### config.mk
export PLATFORM = sky130hd
export DESIGN_NAME = status_word_flag_logic
export DESIGN_NICKNAME = d
export VERILOG_FILES = /design/src/verilog/status_word_pkg.sv /design/src/verilog/status_word_flag_logic.sv /design/src/verilog/irq_nest_gate.sv /design/src/verilog/bank_window.sv
export SDC_FILE = /design/constraint.sdc
export NUM_CORES = 1
export LEC_CHECK = 0
export ABC_AREA = 1
export BUFFER_PORTS_ARGS = -buffer_cell sky130_fd_sc_hd__buf_2
export CAP_MARGIN = 20
export CORE_ASPECT_RATIO = 2
export CORE_UTILIZATION = 25
export DETAILED_ROUTE_END_ITERATION = 6
export GPL_ROUTABILITY_DRIVEN = 0
export HOLD_SLACK_MARGIN = 0.08
export PLACE_DENSITY = 0.52
export SLEW_MARGIN = 10
export SYNTH_ARGS = -nofsm -noshare
export SYNTH_HDL_FRONTEND = slang
export SYNTH_SLANG_ARGS = --single-unit
export TNS_END_PERCENT = 100
### constraint.sdc
create_clock -name i_clock -period 2.71 [get_ports i_clock]
set_clock_uncertainty 0.15 [all_clocks]
set_input_delay 0.271 -clock i_clock [delete_from_list [all_inputs] [get_ports i_clock]]
set_output_delay 0.271 -clock i_clock [all_outputs]
set_load 0.02 [all_outputs]
### src/verilog/status_word_pkg.sv
// Constants and types shared by the status word flag logic.
package status_word_pkg;
    localparam int WORD_W = 8;
    localparam int NIB_W = 4;
    localparam int ADDR_W = 12;
    localparam int OFFS_W = 8;
    localparam int SKIP_W = 3;
    localparam int IRQ_N = 6;

    // Status word bit positions.
    localparam int SW_NEST_HI = 7;
    localparam int SW_NEST_LO = 6;
    localparam int SW_EMB = 5;
    localparam int SW_ERB = 4;
    localparam int SW_CARRY = 3;
    localparam int SW_SKIP_LSB = 0;

    // Positions inside the high nibble at the first address.
    localparam int NB_NEST_HI = 3;
    localparam int NB_NEST_LO = 2;
    localparam int NB_EMB = 1;
    localparam int NB_ERB = 0;

    // Vector byte bits that seed the bank enables.
    localparam int VEC_EMB_BIT = 7;
    localparam int VEC_ERB_BIT = 6;

    localparam logic [11:0] ADDR_FLAGS = 12'hFB0;
    localparam logic [11:0] ADDR_CARRY_SKIP = 12'hFB1;

    localparam logic [1:0] NEST_OPEN = 2'h0;
    localparam logic [1:0] NEST_HIGH_ONLY = 2'h1;
    localparam logic [1:0] NEST_BLOCK = 2'h2;
    localparam logic [1:0] NEST_UNDEF = 2'h3;

    localparam logic [3:0] BANK_LOW = 4'h0;
    localparam logic [3:0] BANK_ONE = 4'h1;
    localparam logic [3:0] BANK_IO = 4'hF;
    localparam logic [7:0] WINDOW_SPLIT = 8'h80;
    localparam logic [1:0] REG_BANK_ZERO = 2'h0;

    typedef enum logic [3:0] {
        cop_none,
        cop_arith,
        cop_set,
        cop_clear,
        cop_invert,
        cop_load_bit,
        cop_and_bit,
        cop_or_bit,
        cop_xor_bit
    } carry_op_type;
endpackage

### src/verilog/status_word_flag_logic.sv
// Program status word flags: nesting level, bank enables, skip flags and carry.
`timescale 1ns/1ps
module status_word_flag_logic #(
    parameter int IRQ_N = status_word_pkg::IRQ_N
) (
    input wire logic i_clock,
    input wire logic i_rst_b,
    input wire logic i_reset_load,
    input wire logic i_irq_entry,
    input wire logic i_irq_return,
    input wire logic [7:0] i_vector_byte,
    input wire logic [7:0] i_pop_word,
    input wire logic i_sw_write,
    input wire logic [11:0] i_sw_addr,
    input wire logic [3:0] i_sw_bit_en,
    input wire logic [3:0] i_sw_wdata,
    input wire logic i_skip_update,
    input wire logic [2:0] i_skip_value,
    input wire status_word_pkg::carry_op_type i_carry_op,
    input wire logic i_arith_carry,
    input wire logic i_mem_bit,
    input wire logic i_carry_test,
    input wire logic [IRQ_N-1:0] i_irq_pending,
    input wire logic [IRQ_N-1:0] i_irq_high,
    input wire logic [3:0] i_mem_bank_select,
    input wire logic [1:0] i_reg_bank_select,
    input wire logic [7:0] i_offset,
    output logic [7:0] o_status_word,
    output logic [7:0] o_push_word,
    output logic o_push_valid,
    output logic [1:0] o_nest_level,
    output logic o_carry,
    output logic o_skip_next,
    output logic [IRQ_N-1:0] o_irq_accept,
    output logic [11:0] o_phys_addr,
    output logic o_addr_ok,
    output logic [1:0] o_reg_bank
);
    typedef struct packed {
        logic [1:0] nest;
        logic mem_bank_enable;
        logic reg_bank_enable;
        logic carry;
        logic [2:0] skip;
        logic [7:0] push_word;
        logic push_valid;
        logic skip_next;
    } flag_state_type;

    flag_state_type st_r;
    flag_state_type st_nxt;
    logic [7:0] word_now;

    assign word_now = {st_r.nest, st_r.mem_bank_enable, st_r.reg_bank_enable, st_r.carry, st_r.skip};

    always_comb begin
        logic sw_hit;
        logic [3:0] nib;
        sw_hit = i_sw_write && (i_sw_addr == status_word_pkg::ADDR_FLAGS);
        nib = {st_r.nest, st_r.mem_bank_enable, st_r.reg_bank_enable};
        st_nxt = st_r;
        st_nxt.push_valid = 1'b0;
        st_nxt.skip_next = i_carry_test && st_r.carry;

        // Carry: only the listed operations and a return touch it.
        unique case (i_carry_op)
            status_word_pkg::cop_none: st_nxt.carry = st_r.carry;
            status_word_pkg::cop_arith: st_nxt.carry = i_arith_carry;
            status_word_pkg::cop_set: st_nxt.carry = 1'b1;
            status_word_pkg::cop_clear: st_nxt.carry = 1'b0;
            status_word_pkg::cop_invert: st_nxt.carry = !st_r.carry;
            status_word_pkg::cop_load_bit: st_nxt.carry = i_mem_bit;
            status_word_pkg::cop_and_bit: st_nxt.carry = st_r.carry & i_mem_bit;
            status_word_pkg::cop_or_bit: st_nxt.carry = st_r.carry | i_mem_bit;
            status_word_pkg::cop_xor_bit: st_nxt.carry = st_r.carry ^ i_mem_bit;
            default: st_nxt.carry = st_r.carry;
        endcase

        if (i_skip_update) begin
            st_nxt.skip = i_skip_value;
        end

        // Writes to the carry and skip nibble are dropped so only execution and return move them; internal reset also clears the skip flags.
        if (sw_hit) begin
            for (int b = 0; b < status_word_pkg::NIB_W; b++) begin
                if (i_sw_bit_en[b]) begin
                    nib[b] = i_sw_wdata[b];
                end
            end
            st_nxt.nest = nib[status_word_pkg::NB_NEST_HI:status_word_pkg::NB_NEST_LO];
            st_nxt.mem_bank_enable = nib[status_word_pkg::NB_EMB];
            st_nxt.reg_bank_enable = nib[status_word_pkg::NB_ERB];
        end

        if (i_irq_entry) begin
            st_nxt.push_word = word_now;
            st_nxt.push_valid = 1'b1;
            // The level saturates at two so a stray entry never lands on the undefined code.
            if (st_r.nest < status_word_pkg::NEST_BLOCK) begin
                st_nxt.nest = st_r.nest + 2'h1;
            end
            st_nxt.mem_bank_enable = i_vector_byte[status_word_pkg::VEC_EMB_BIT];
            st_nxt.reg_bank_enable = i_vector_byte[status_word_pkg::VEC_ERB_BIT];
        end

        if (i_irq_return) begin
            st_nxt.nest = i_pop_word[status_word_pkg::SW_NEST_HI:status_word_pkg::SW_NEST_LO];
            st_nxt.mem_bank_enable = i_pop_word[status_word_pkg::SW_EMB];
            st_nxt.reg_bank_enable = i_pop_word[status_word_pkg::SW_ERB];
            st_nxt.carry = i_pop_word[status_word_pkg::SW_CARRY];
            st_nxt.skip = i_pop_word[status_word_pkg::SW_SKIP_LSB +: status_word_pkg::SKIP_W];
        end

        // Internal reset keeps the carry, mirroring power-down retention.
        if (i_reset_load) begin
            st_nxt.nest = status_word_pkg::NEST_OPEN;
            st_nxt.skip = '0;
            st_nxt.mem_bank_enable = i_vector_byte[status_word_pkg::VEC_EMB_BIT];
            st_nxt.reg_bank_enable = i_vector_byte[status_word_pkg::VEC_ERB_BIT];
            st_nxt.push_valid = 1'b0;
            st_nxt.skip_next = 1'b0;
            st_nxt.carry = st_r.carry;
        end
    end

    // Power-on clears the carry too; software must not rely on that value.
    always_ff @(posedge i_clock or negedge i_rst_b) begin
        if (!i_rst_b) begin
            st_r <= '0;
        end else begin
            st_r <= st_nxt;
        end
    end

    assign o_status_word = word_now;
    assign o_push_word = st_r.push_word;
    assign o_push_valid = st_r.push_valid;
    assign o_nest_level = st_r.nest;
    assign o_carry = st_r.carry;
    assign o_skip_next = st_r.skip_next;

    irq_nest_gate #(
        .N(IRQ_N)
    ) u_gate (
        .i_clock(i_clock),
        .i_rst_b(i_rst_b),
        .i_nest_level(st_r.nest),
        .i_pending(i_irq_pending),
        .i_high(i_irq_high),
        .o_accept(o_irq_accept)
    );

    bank_window u_window (
        .i_clock(i_clock),
        .i_rst_b(i_rst_b),
        .i_emb(st_r.mem_bank_enable),
        .i_erb(st_r.reg_bank_enable),
        .i_mem_bank_select(i_mem_bank_select),
        .i_reg_bank_select(i_reg_bank_select),
        .i_offset(i_offset),
        .o_phys_addr(o_phys_addr),
        .o_addr_ok(o_addr_ok),
        .o_reg_bank(o_reg_bank)
    );

    logic plain_entry;
    logic no_override;
    assign plain_entry = i_irq_entry && !i_irq_return && !i_reset_load;
    // Return and internal reset outrank every other status word update in the same cycle.
    assign no_override = !i_irq_return && !i_reset_load;
endmodule

### src/verilog/irq_nest_gate.sv
// Interrupt acceptance gating by nesting level.
`timescale 1ns/1ps
module irq_nest_gate #(
    parameter int N = status_word_pkg::IRQ_N
) (
    input wire logic i_clock,
    input wire logic i_rst_b,
    input wire logic [1:0] i_nest_level,
    input wire logic [N-1:0] i_pending,
    input wire logic [N-1:0] i_high,
    output logic [N-1:0] o_accept
);
    typedef struct packed {
        logic [N-1:0] accept;
    } gate_state_type;

    gate_state_type st_r;
    gate_state_type st_nxt;

    // Level three is treated like level two, the safe choice for an undefined code.
    always_comb begin
        st_nxt = st_r;
        unique case (i_nest_level)
            status_word_pkg::NEST_OPEN: st_nxt.accept = i_pending;
            status_word_pkg::NEST_HIGH_ONLY: st_nxt.accept = i_pending & i_high;
            status_word_pkg::NEST_BLOCK: st_nxt.accept = '0;
            status_word_pkg::NEST_UNDEF: st_nxt.accept = '0;
        endcase
    end

    always_ff @(posedge i_clock or negedge i_rst_b) begin
        if (!i_rst_b) begin
            st_r <= '0;
        end else begin
            st_r <= st_nxt;
        end
    end

    assign o_accept = st_r.accept;
endmodule

### src/verilog/bank_window.sv
// Data memory bank window and working register bank selection.
`timescale 1ns/1ps
module bank_window (
    input wire logic i_clock,
    input wire logic i_rst_b,
    input wire logic i_emb,
    input wire logic i_erb,
    input wire logic [3:0] i_mem_bank_select,
    input wire logic [1:0] i_reg_bank_select,
    input wire logic [7:0] i_offset,
    output logic [11:0] o_phys_addr,
    output logic o_addr_ok,
    output logic [1:0] o_reg_bank
);
    typedef struct packed {
        logic [11:0] phys;
        logic ok;
        logic [1:0] rbank;
    } win_state_type;

    win_state_type st_r;
    win_state_type st_nxt;

    always_comb begin
        logic low_half;
        low_half = i_offset < status_word_pkg::WINDOW_SPLIT;
        st_nxt = st_r;
        if (!i_emb) begin
            // Bank select is ignored; the offset alone picks bank 0 or bank 15.
            st_nxt.phys = {low_half ? status_word_pkg::BANK_LOW : status_word_pkg::BANK_IO,
                i_offset};
            st_nxt.ok = 1'b1;
        end else begin
            st_nxt.phys = {i_mem_bank_select, i_offset};
            st_nxt.ok = (i_mem_bank_select == status_word_pkg::BANK_LOW)
                || (i_mem_bank_select == status_word_pkg::BANK_ONE)
                || (i_mem_bank_select == status_word_pkg::BANK_IO && !low_half);
        end
        st_nxt.rbank = i_erb ? i_reg_bank_select : status_word_pkg::REG_BANK_ZERO;
    end

    always_ff @(posedge i_clock or negedge i_rst_b) begin
        if (!i_rst_b) begin
            st_r <= '0;
        end else begin
            st_r <= st_nxt;
        end
    end

    assign o_phys_addr = st_r.phys;
    assign o_addr_ok = st_r.ok;
    assign o_reg_bank = st_r.rbank;
endmodule

==> results of run 1 <==
[layout make-up]
class	instances	area (sq um)	area share
Multi-Input combinational cell	138	667	0.238
Clock buffer	6	139	0.0496
Tap cell	90	113	0.0403
Sequential cell	39	976	0.349
Clock inverter	2	35.0	0.0125
Inverter	34	128	0.0456
Timing Repair Buffer	131	741	0.265
[where the power goes]
group,leakage [nW],total (mW),switching [mW],internal [mW]
Combinational,0.994,0.327,0.196,0.131
Sequential,0.480,0.662,0.0277,0.635
Clock,0.0868,0.674,0.217,0.457
Total,1.56,1.66,0.441,1.22
[synth_stat cells]
| cell type | count | area share |
|---|---|---|
| nor2_2 | 2 | 0.0068 |
| buf_2 | 1 | 0.0027 |
| nand2_1 | 49 | 0.10 |
| buf_4 | 5 | 0.021 |
| o22ai_1 | 5 | 0.017 |
| ha_1 | 2 | 0.014 |
| nand2_2 | 1 | 0.0034 |
| nand3_1 | 17 | 0.047 |
| inv_1 | 32 | 0.066 |
| o311ai_0 | 1 | 0.0048 |
| o21ai_0 | 21 | 0.057 |
| nor2_1 | 25 | 0.051 |
| nor2_4 | 1 | 0.0062 |
| inv_2 | 2 | 0.0041 |
| clkbuf_1 | 1 | 0.0021 |
| a21oi_1 | 2 | 0.0055 |
| mux2i_1 | 3 | 0.016 |
| dfrtp_1 | 39 | 0.53 |
| buf_6 | 1 | 0.0062 |
| nand3b_1 | 2 | 0.0082 |
| nand4_1 | 4 | 0.014 |
| or2_4 | 1 | 0.0048 |
| o21bai_1 | 2 | 0.0082 |
[registers in the layout, summed over array words and instances, names as in the netlist, 2 cells and up]
register,flops
u_gate.o_accept,6
u_window.o_reg_bank,2
u_window.o_phys_addr,12
o_nest_level,2
o_status_word,5
o_push_word,8
[per-stage QoR]
step,hold slack [ps],power (mW),util,setup WS (ps),cell area [sq um]
6_report,95.6,1.66,0.400,1140,2800
5_1_grt,110,1.76,0.400,1070,2800
4_1_cts,93.9,1.69,0.400,1140,2800
3_5_place_dp,231,0.987,0.351,1200,2450
3_3_place_gp,229,0.984,0.351,1190,2450
2_1_floorplan,-175,0.845,-,1220,1830
[worst paths after layout]
kind	depth (start not counted)	slack (ps)	end	start
worst min register to register	2	330	o_push_word[4]	o_push_word[4]
min in group asynchronous	2	490	u_window.o_phys_addr[6]	i_rst_b
max in group asynchronous	2	1390	u_gate.o_accept[2]	i_rst_b
worst max register to register	8	1220	o_carry	o_carry
worst min-delay path	3	100	u_gate.o_accept[0]	i_irq_pending[0]
worst max-delay path	5	1140	o_skip_next	i_carry_test
[worst reg2reg max path: stages, from the launching register on]
cell and delay (ps):
dfrtp_1 470, inv_1 90, ha_1 270, nand4_1 80
nand2_1 50, nor2_1 80, nand4_1 80, nand2_1 60
nand2_1 40
[kinds of logic (layout without fill, tap and decap cells)]
| logic type | after synthesis | count (layout) | synth area share |
|---|---|---|---|
| fa+ha+maj | 2 | 2 | 0.0137 |
| buf+inv | 42 | 173 | 0.101 |
| flops | 39 | 39 | 0.534 |
| mux | 3 | 3 | 0.0164 |
| simple gates | 102 | 102 | 0.242 |
| compound gates | 31 | 31 | 0.0931 |
[metal layers]
| metal | track usage | up-vias |
|---|---|---|
| li1 | - | 948 |
| met1 | 0.129 | 809 |
| met2 | 0.274 | 63 |
| met3 | 0.0240 | 6 |
| met4 | 0.0698 | 0 |
| met5 | 0 | - |
[timing repair]
action                    CTS  global route
hold endpoints to repair   54             0
hold buffers               17             0
gates resized for setup     0             0
==> reports/results.ini, run 1 <==
[floorplan]
initial_core_util=0.261
rows=43
core_area_sq_mm=0.00699
die_h_um=123
io_pins=121
die_w_um=62.5
dieArea_sq_mm=0.00768

[worst_hold_path]
worstHoldPathType=input pin to register

[setup_path]
slowest_stage=dlygate4sd3_1
crit_top_cell=dlygate4sd3_1
path_max_fanout=1
path_class=input pin to register
endpoint_kind=register
path_cells=dlygate4sd3_1, buf_2, nand2_1, nor2_1, dlygate4sd3_1
critPathBufInv=3
crit_family=buffers and inverters
arrival_ps=1580
worstPathRequired_ps=2720
startpoint_type=input pin
max_stage_delay_ps=550

[detailed_routing]
wl_met1_mm=1.80
wl_met2_mm=2.84
via_per_inst=4.15
first_pass_iters=4
met3_length_um=222
top_layer=met4
num_vias=1826
antenna_left=0
drt_iter0_drc=59
wirelength_mm=4.97
drc=0
routedWlPerCell_um=11.3

[timing]
max_slew_margin=0.439
setup_viol=0
min_period_over_period=0.580
timing.fmax_mhz=636
finalHoldViolations=0
maxSlewViolCount=0
layout_min_cycle_time_ps=1570
rsz0062_at_grt=no
fin_tns_setup_ps=0
worst_slew_pin_slew_ps=842

[yosys]
synth.distinct_cells=23
yosys_warnings=0
synth.avg_cell_area_sq_um=8.35
seq_area_frac_synth=0.534
synth.ff_latch_count=39
postSynthCellCount=219
synth_fp_nets=300
synth_area_sq_mm=0.00183

[clocking]
clk_pin_slew_ps=60
numClockSinks=39
cts_setup_buffers=0
clkLatencyLatePin_ps=280
cts_buffers=5
cts_tree=yes
htree_levels=2
cts.path.max_buffers=2
clockRootBuffer=clkbuf_16

[finish]
diodes=0
drive_gt1_frac=0.369
num-nets-final=430
final_cells=440
fillers=768
layout_commonest_cell=buf_2
layout_common_cells=buf_2, nand2_1, dfrtp_1
areaGrowthSynthToFinish_pct=53.0

[grt]
grt_usage=0.137
grt_max_degree=40
antenna_found_initial=0
grt_overflow=0
grt_pass1_vias=1830
grt_pass1_wl_mm=8.07

[pwr]
power_density_mw_per_mm2=595
power_leakage_nw=1.56
ir_drop_v=0.000216

[placed_design]
port_buffers=114
place_hpwl_mm=3.94
place_inst=415

[run_status]
outcome=complete, no violations

[job]
drv_cap=0

Power figures use the tool's default switching activity.
==> run 2: changes to the inputs <==
==> constraint.sdc (replaced) <==
create_clock -name i_clock -period 1.5 [get_ports i_clock]
set_clock_uncertainty 0.15 [all_clocks]
set_input_delay 0.15 -clock i_clock [delete_from_list [all_inputs] [get_ports i_clock]]
set_output_delay 0.15 -clock i_clock [all_outputs]
set_load 0.02 [all_outputs]
==> reports/results.ini, run 2 (same netlist as run 1, synthesis figures left out) <==
[timing]
maxSlewViolCount=0  ; unchanged
setup_viol=0  ; unchanged
fin_tns_setup_ps=0  ; unchanged
rsz0062_at_grt=no
holdWs_ps=85.3  ; -10.3 ps
min_period_over_period=0.958
worst_slew_pin_slew_ps=491  ; -351 ps
max_slew_margin=0.673  ; +0.234
layout_min_cycle_time_ps=1440
setup_ws_ps=63.6  ; -1070 ps
timing.fmax_mhz=696
finalHoldViolations=0  ; unchanged

[grt]
grt_pass1_vias=1960  ; +7.1%
grtUsageMet3=0.0231  ; -0.000923
top_usage_layer=met2
use_met1=0.141  ; +0.0115
met2_usage=0.297  ; +0.0224
grt_usage=0.152  ; +0.0144
grt_overflow=0  ; unchanged
grt_pass1_wl_mm=8.78  ; +8.7%
antenna_found_initial=0  ; unchanged
grt_max_degree=40  ; unchanged

[placed_design]
placed_area_sq_mm=0.00248  ; +0.92%
place_inst=418  ; +0.72%
port_buffers=114  ; unchanged
pre_cts_ws_ps=112  ; -1090 ps
place_hpwl_mm=4.04  ; +2.4%

[finish]
final_area_sq_mm=0.00305  ; +8.9%
areaGrowthSynthToFinish_pct=66.6
diodes=0  ; unchanged
num-nets-final=460  ; +7.0%
layout_common_cells=buf_2, nand2_1, dlygate4sd3_1
drive_gt1_frac=0.344  ; -0.0247
final_cells=468  ; +6.4%
largest_reg_flops=12  ; unchanged
postLayoutCoreUtil=0.435  ; +0.0354
layout_commonest_cell=buf_2

[detailed_routing]
antenna_left=0  ; unchanged
first_pass_iters=4  ; unchanged
num_vias=1982  ; +8.5%
routedWlPerCell_um=12.0  ; +5.9%
wirelength_mm=5.60  ; +13%
drt_iter0_drc=38  ; -36%
via_per_inst=4.24  ; +2.0%
drc=0  ; unchanged

[run_status]
outcome=complete, no violations

[pwr]
pwr-share-seq=0.420  ; +0.022
p_total_mw=2.83  ; +70%
ir_drop_v=0.000392  ; +81%
power_frac_comb=0.238  ; +0.041
power_leakage_nw=1.66  ; +6.6%
sw_frac_of_total=0.281  ; +0.0159
p_sw_uw=796  ; +80%
power.internal_mw=2.04  ; +67%
p_clk_frac=0.342  ; -0.063
power_density_mw_per_mm2=930  ; +56%

[clocking]
clk_pin_slew_ps=50  ; about the same
cts.path.max_buffers=2  ; unchanged
cts_buffers=5  ; unchanged
clkLatencyLatePin_ps=280  ; about the same
cts_tree=yes
htree_levels=2  ; unchanged
numClockSinks=39  ; unchanged
clockRootBuffer=clkbuf_16

[floorplan]
initial_core_util=0.261  ; unchanged
io_pins=121  ; unchanged
core_area_sq_mm=0.00699  ; unchanged
dieArea_sq_mm=0.00768  ; unchanged
rows=43  ; unchanged
die_w_um=62.5  ; unchanged
die_h_um=123  ; unchanged

[setup_path]
rr_startpoint=o_carry
slowest_stage=dlygate4sd3_1
critPathBufInv=3  ; unchanged
worstPathRequired_ps=1510  ; -1210 ps
worstSetupStartpoint=i_carry_test
path_max_fanout=1  ; unchanged
endpoint_kind=register
max_stage_delay_ps=550  ; about the same
startpoint_type=input pin
crit_family=buffers and inverters
arrival_ps=1450  ; -130 ps
path_cells=dlygate4sd3_1, buf_2, nand2_1, nor2_1, dlygate4sd3_1
path_class=input pin to register
crit_top_cell=dlygate4sd3_1

[worst_hold_path]
min_from=i_sw_bit_en[3]
worstHoldPathType=input pin to register

[job]
drv_cap=0  ; unchanged

## run 2: changes by cell type in the layout (fill, tap and decap cells not counted), sizes merged
cell         change
dlygate4sd3     +27
buf              +3
bufinv           -1
clkinv           -1
## run 2: worst min-delay path, delay by kind of cell
| kind | cells | cell delay, ps |
|---|---|---|
| simple gates | 4 | 230 |
| buf+inv | 1 | 90 |
## run 2: final cells by class
| class | instances | area (sq um) |
|---|---|---|
| multi-input cells | 138 | 667 |
| flip-flops and latches | 39 | 976 |
| repair buffers | 161 | 1030 |
| inverters | 34 | 128 |
| well taps | 90 | 113 |
| fillers | 738 | 3950 |
| clock buffers | 6 | 129 |
## run 2: per-layer routing
layer	share of wire	vias up
met1	0.36	895
met2	0.57	69
met5	0	-
li1	-	1006
met3	0.037	12
met4	0.034	0
## run 2: final timing paths
kind	slack, ps	end	cells after the start
worst max-delay path	60	o_skip_next	5
worst min-delay path	90	o_nest_level[1]	5
worst max register to register	120	o_carry	8
worst min register to register	330	o_push_word[5]	2
max in group asynchronous	560	o_status_word[1]	3
min in group asynchronous	300	u_window.o_phys_addr[6]	3
## run 2: power by group through the flow
stage               registers, mW  logic, mW  clock network, mW
finish                       1.19      0.674              0.969
global route                 1.20      0.744               1.05
CTS                          1.19      0.680              0.997
detailed placement           1.21      0.590                  0
global placement             1.20      0.586                  0
floorplan                    1.32      0.203                  0
## run 2: repair_timing
| item | CTS | global route |
|---|---|---|
| hold buffers | 44 | 0 |
| setup buffers | 0 | 0 |
| endpoints found under the hold margin | 70 | 0 |
| gates resized for setup | 0 | 1 |
| endpoints found under the setup margin | 0 | 2 |
==> run 3: changes to the inputs <==
--- a/config.mk
+++ b/config.mk
@@ -9,6 +9,7 @@
 export BUFFER_PORTS_ARGS = -buffer_cell sky130_fd_sc_hd__buf_2
 export CAP_MARGIN = 20
 export CORE_ASPECT_RATIO = 2
+export CORE_MARGIN = 2
 export CORE_UTILIZATION = 25
 export DETAILED_ROUTE_END_ITERATION = 6
 export GPL_ROUTABILITY_DRIVEN = 0
==> reports/results.ini, run 3 (same netlist as run 1, synthesis figures left out) <==
[run_status]
outcome=complete, no violations

[timing]
rsz0062_at_grt=yes
min_period_over_period=0.932  ; -0.0256
finalHoldViolations=0  ; unchanged
worst_slew_pin_slew_ps=477  ; -14.2 ps
timing.fmax_mhz=715  ; +2.7%
setup_viol=0  ; unchanged
maxSlewViolCount=0  ; unchanged
layout_min_cycle_time_ps=1400  ; -38.4 ps
max_slew_margin=0.682  ; +0.00943
fin_tns_setup_ps=0  ; unchanged
holdWs_ps=83.9  ; -1.37 ps

[setup_path]
r2r_end=o_carry
path_cells=dlygate4sd3_1, buf_2, nor2_4, inv_2, or2_4, nand2_2, o22ai_1
slowest_stage=dlygate4sd3_1
rr_startpoint=o_carry
worstPathRequired_ps=1500  ; about the same
r2r_cells=8  ; unchanged
path_max_fanout=4  ; +3
startpoint_type=input pin
crit_family=buffers and inverters
critPathBufInv=3  ; unchanged
max_stage_delay_ps=520  ; -30 ps
path_class=input pin to register
endpoint_kind=register
worstSetupPathDepth=7  ; +2
arrival_ps=1400  ; -50 ps
ff2ff_setup_slack_ps=120  ; about the same

[grt]
antenna_found_initial=0  ; unchanged
grt_pass1_vias=1865  ; -4.8%
grt_max_degree=40  ; unchanged
grt_overflow=0  ; unchanged
grt_pass1_wl_mm=8.31  ; -5.3%
grt_usage=0.129  ; -0.0229

[placed_design]
place_hpwl_mm=3.79  ; -6.0%
port_buffers=114  ; unchanged

[detailed_routing]
wirelength_mm=5.17  ; -7.5%
antenna_left=0  ; unchanged
first_pass_iters=4  ; unchanged
num_vias=1947  ; -1.8%
routedWlPerCell_um=10.9  ; -8.7%
drc=0  ; unchanged
via_per_inst=4.11  ; -3.0%
drt_iter0_drc=76  ; +100%

[pwr]
ir_drop_v=0.000518  ; +32%
p_clk_frac=0.387  ; +0.045
pwr-share-seq=0.389  ; -0.031
p_sw_uw=786  ; -1.3%
power_frac_comb=0.224  ; -0.014
power_leakage_nw=1.70  ; +1.9%
power.internal_mw=2.28  ; +12%
power_density_mw_per_mm2=978  ; +5.1%
sw_frac_of_total=0.257  ; -0.0243

[finish]
fillers=733  ; -0.68%
diodes=0  ; unchanged
areaGrowthSynthToFinish_pct=71.3
num-nets-final=462  ; +0.43%
drive_gt1_frac=0.364  ; +0.0200
largest_reg_flops=12  ; unchanged
layout_common_cells=buf_2, nand2_1, dlygate4sd3_1
layout_commonest_cell=buf_2

[clocking]
clk_pin_slew_ps=50  ; about the same
cts.path.max_buffers=2  ; unchanged
clockRootBuffer=clkbuf_16
numClockSinks=39  ; unchanged
clkLatencyLatePin_ps=270  ; about the same
cts_tree=yes
cts_buffers=5  ; unchanged
htree_levels=2  ; unchanged

[floorplan]
die_h_um=125  ; +1.6%
core_area_sq_mm=0.00716  ; +2.3%
dieArea_sq_mm=0.00805  ; +4.9%
die_w_um=64.5  ; +3.2%
rows=44  ; +2.3%
io_pins=121  ; unchanged
initial_core_util=0.255  ; -0.00594

[job]
drv_cap=0  ; unchanged

[worst_hold_path]
min_from=i_irq_return
min_to=o_nest_level[1]
whs_path_depth=3  ; -2
worstHoldPathType=input pin to register

[run 3: worst max path at each step]
stage	end	start
floorplan	o_carry	o_carry
global placement	o_carry	o_carry
detailed placement	o_carry	o_carry
CTS	o_nest_level[0]	i_irq_entry
global route	o_carry	o_carry
finish	o_status_word[2]	i_reset_load
[run 3: power by group through the flow]
stage	combinational, mW	sequential [mW]	clock [mW]
final	0.686	1.19	1.18
after global routing	0.761	1.20	1.28
after CTS	0.674	1.19	1.23
after detailed placement	0.585	1.21	0
after global placement	0.581	1.21	0
after floorplan	0.203	1.32	0
[run 3: layout make-up]
type                       count  area (sq um)  area share
sequential                    39           976       0.312
multi-input combinational    138           684       0.219
inverter                      34           130      0.0416
clock inverter                 2          35.0      0.0112
tap                           92           115      0.0368
timing repair buffer         163          1050       0.336
clock buffer                   6           139      0.0444
[run 3: worst min-delay path: cells and delay by family]
| family | cells | cell delay, ps |
|---|---|---|
| buffers and inverters | 1 | 160 |
| AND/OR/NAND/NOR | 2 | 160 |
[run 3: what timing repair did]
| item | CTS | global route |
|---|---|---|
| endpoints found under the hold margin | 70 | 0 |
| gates resized for setup | 0 | 8 |
| hold buffers | 44 | 0 |
| setup buffers | 0 | 1 |
| setup endpoints to repair | 0 | 5 |
[run 3: stage by stage]
stage	cell area [sq um]	utilization	setup slack [ps]	power, mW	instances
4_1_cts	3100	0.433	55.8	3.09	473
6_report	3130	0.437	102	3.06	474
5_1_grt	3130	0.437	-9.20	3.25	474
3_3_place_gp	2490	0.347	126	1.79	421
2_1_floorplan	1830	-	10.6	1.53	219
3_5_place_dp	2490	0.347	122	1.79	421
[run 3: routing by layer]
layer / global-route usage / wire, um / part of all wire / vias up
met4: 0.0338 / 22 / 0.0043 / 0
met5: 0 / 0 / 0 / -
met2: 0.227 / 2530 / 0.49 / 105
met1: 0.155 / 2190 / 0.42 / 826
li1: - / - / - / 1012
met3: 0.0288 / 427 / 0.083 / 4
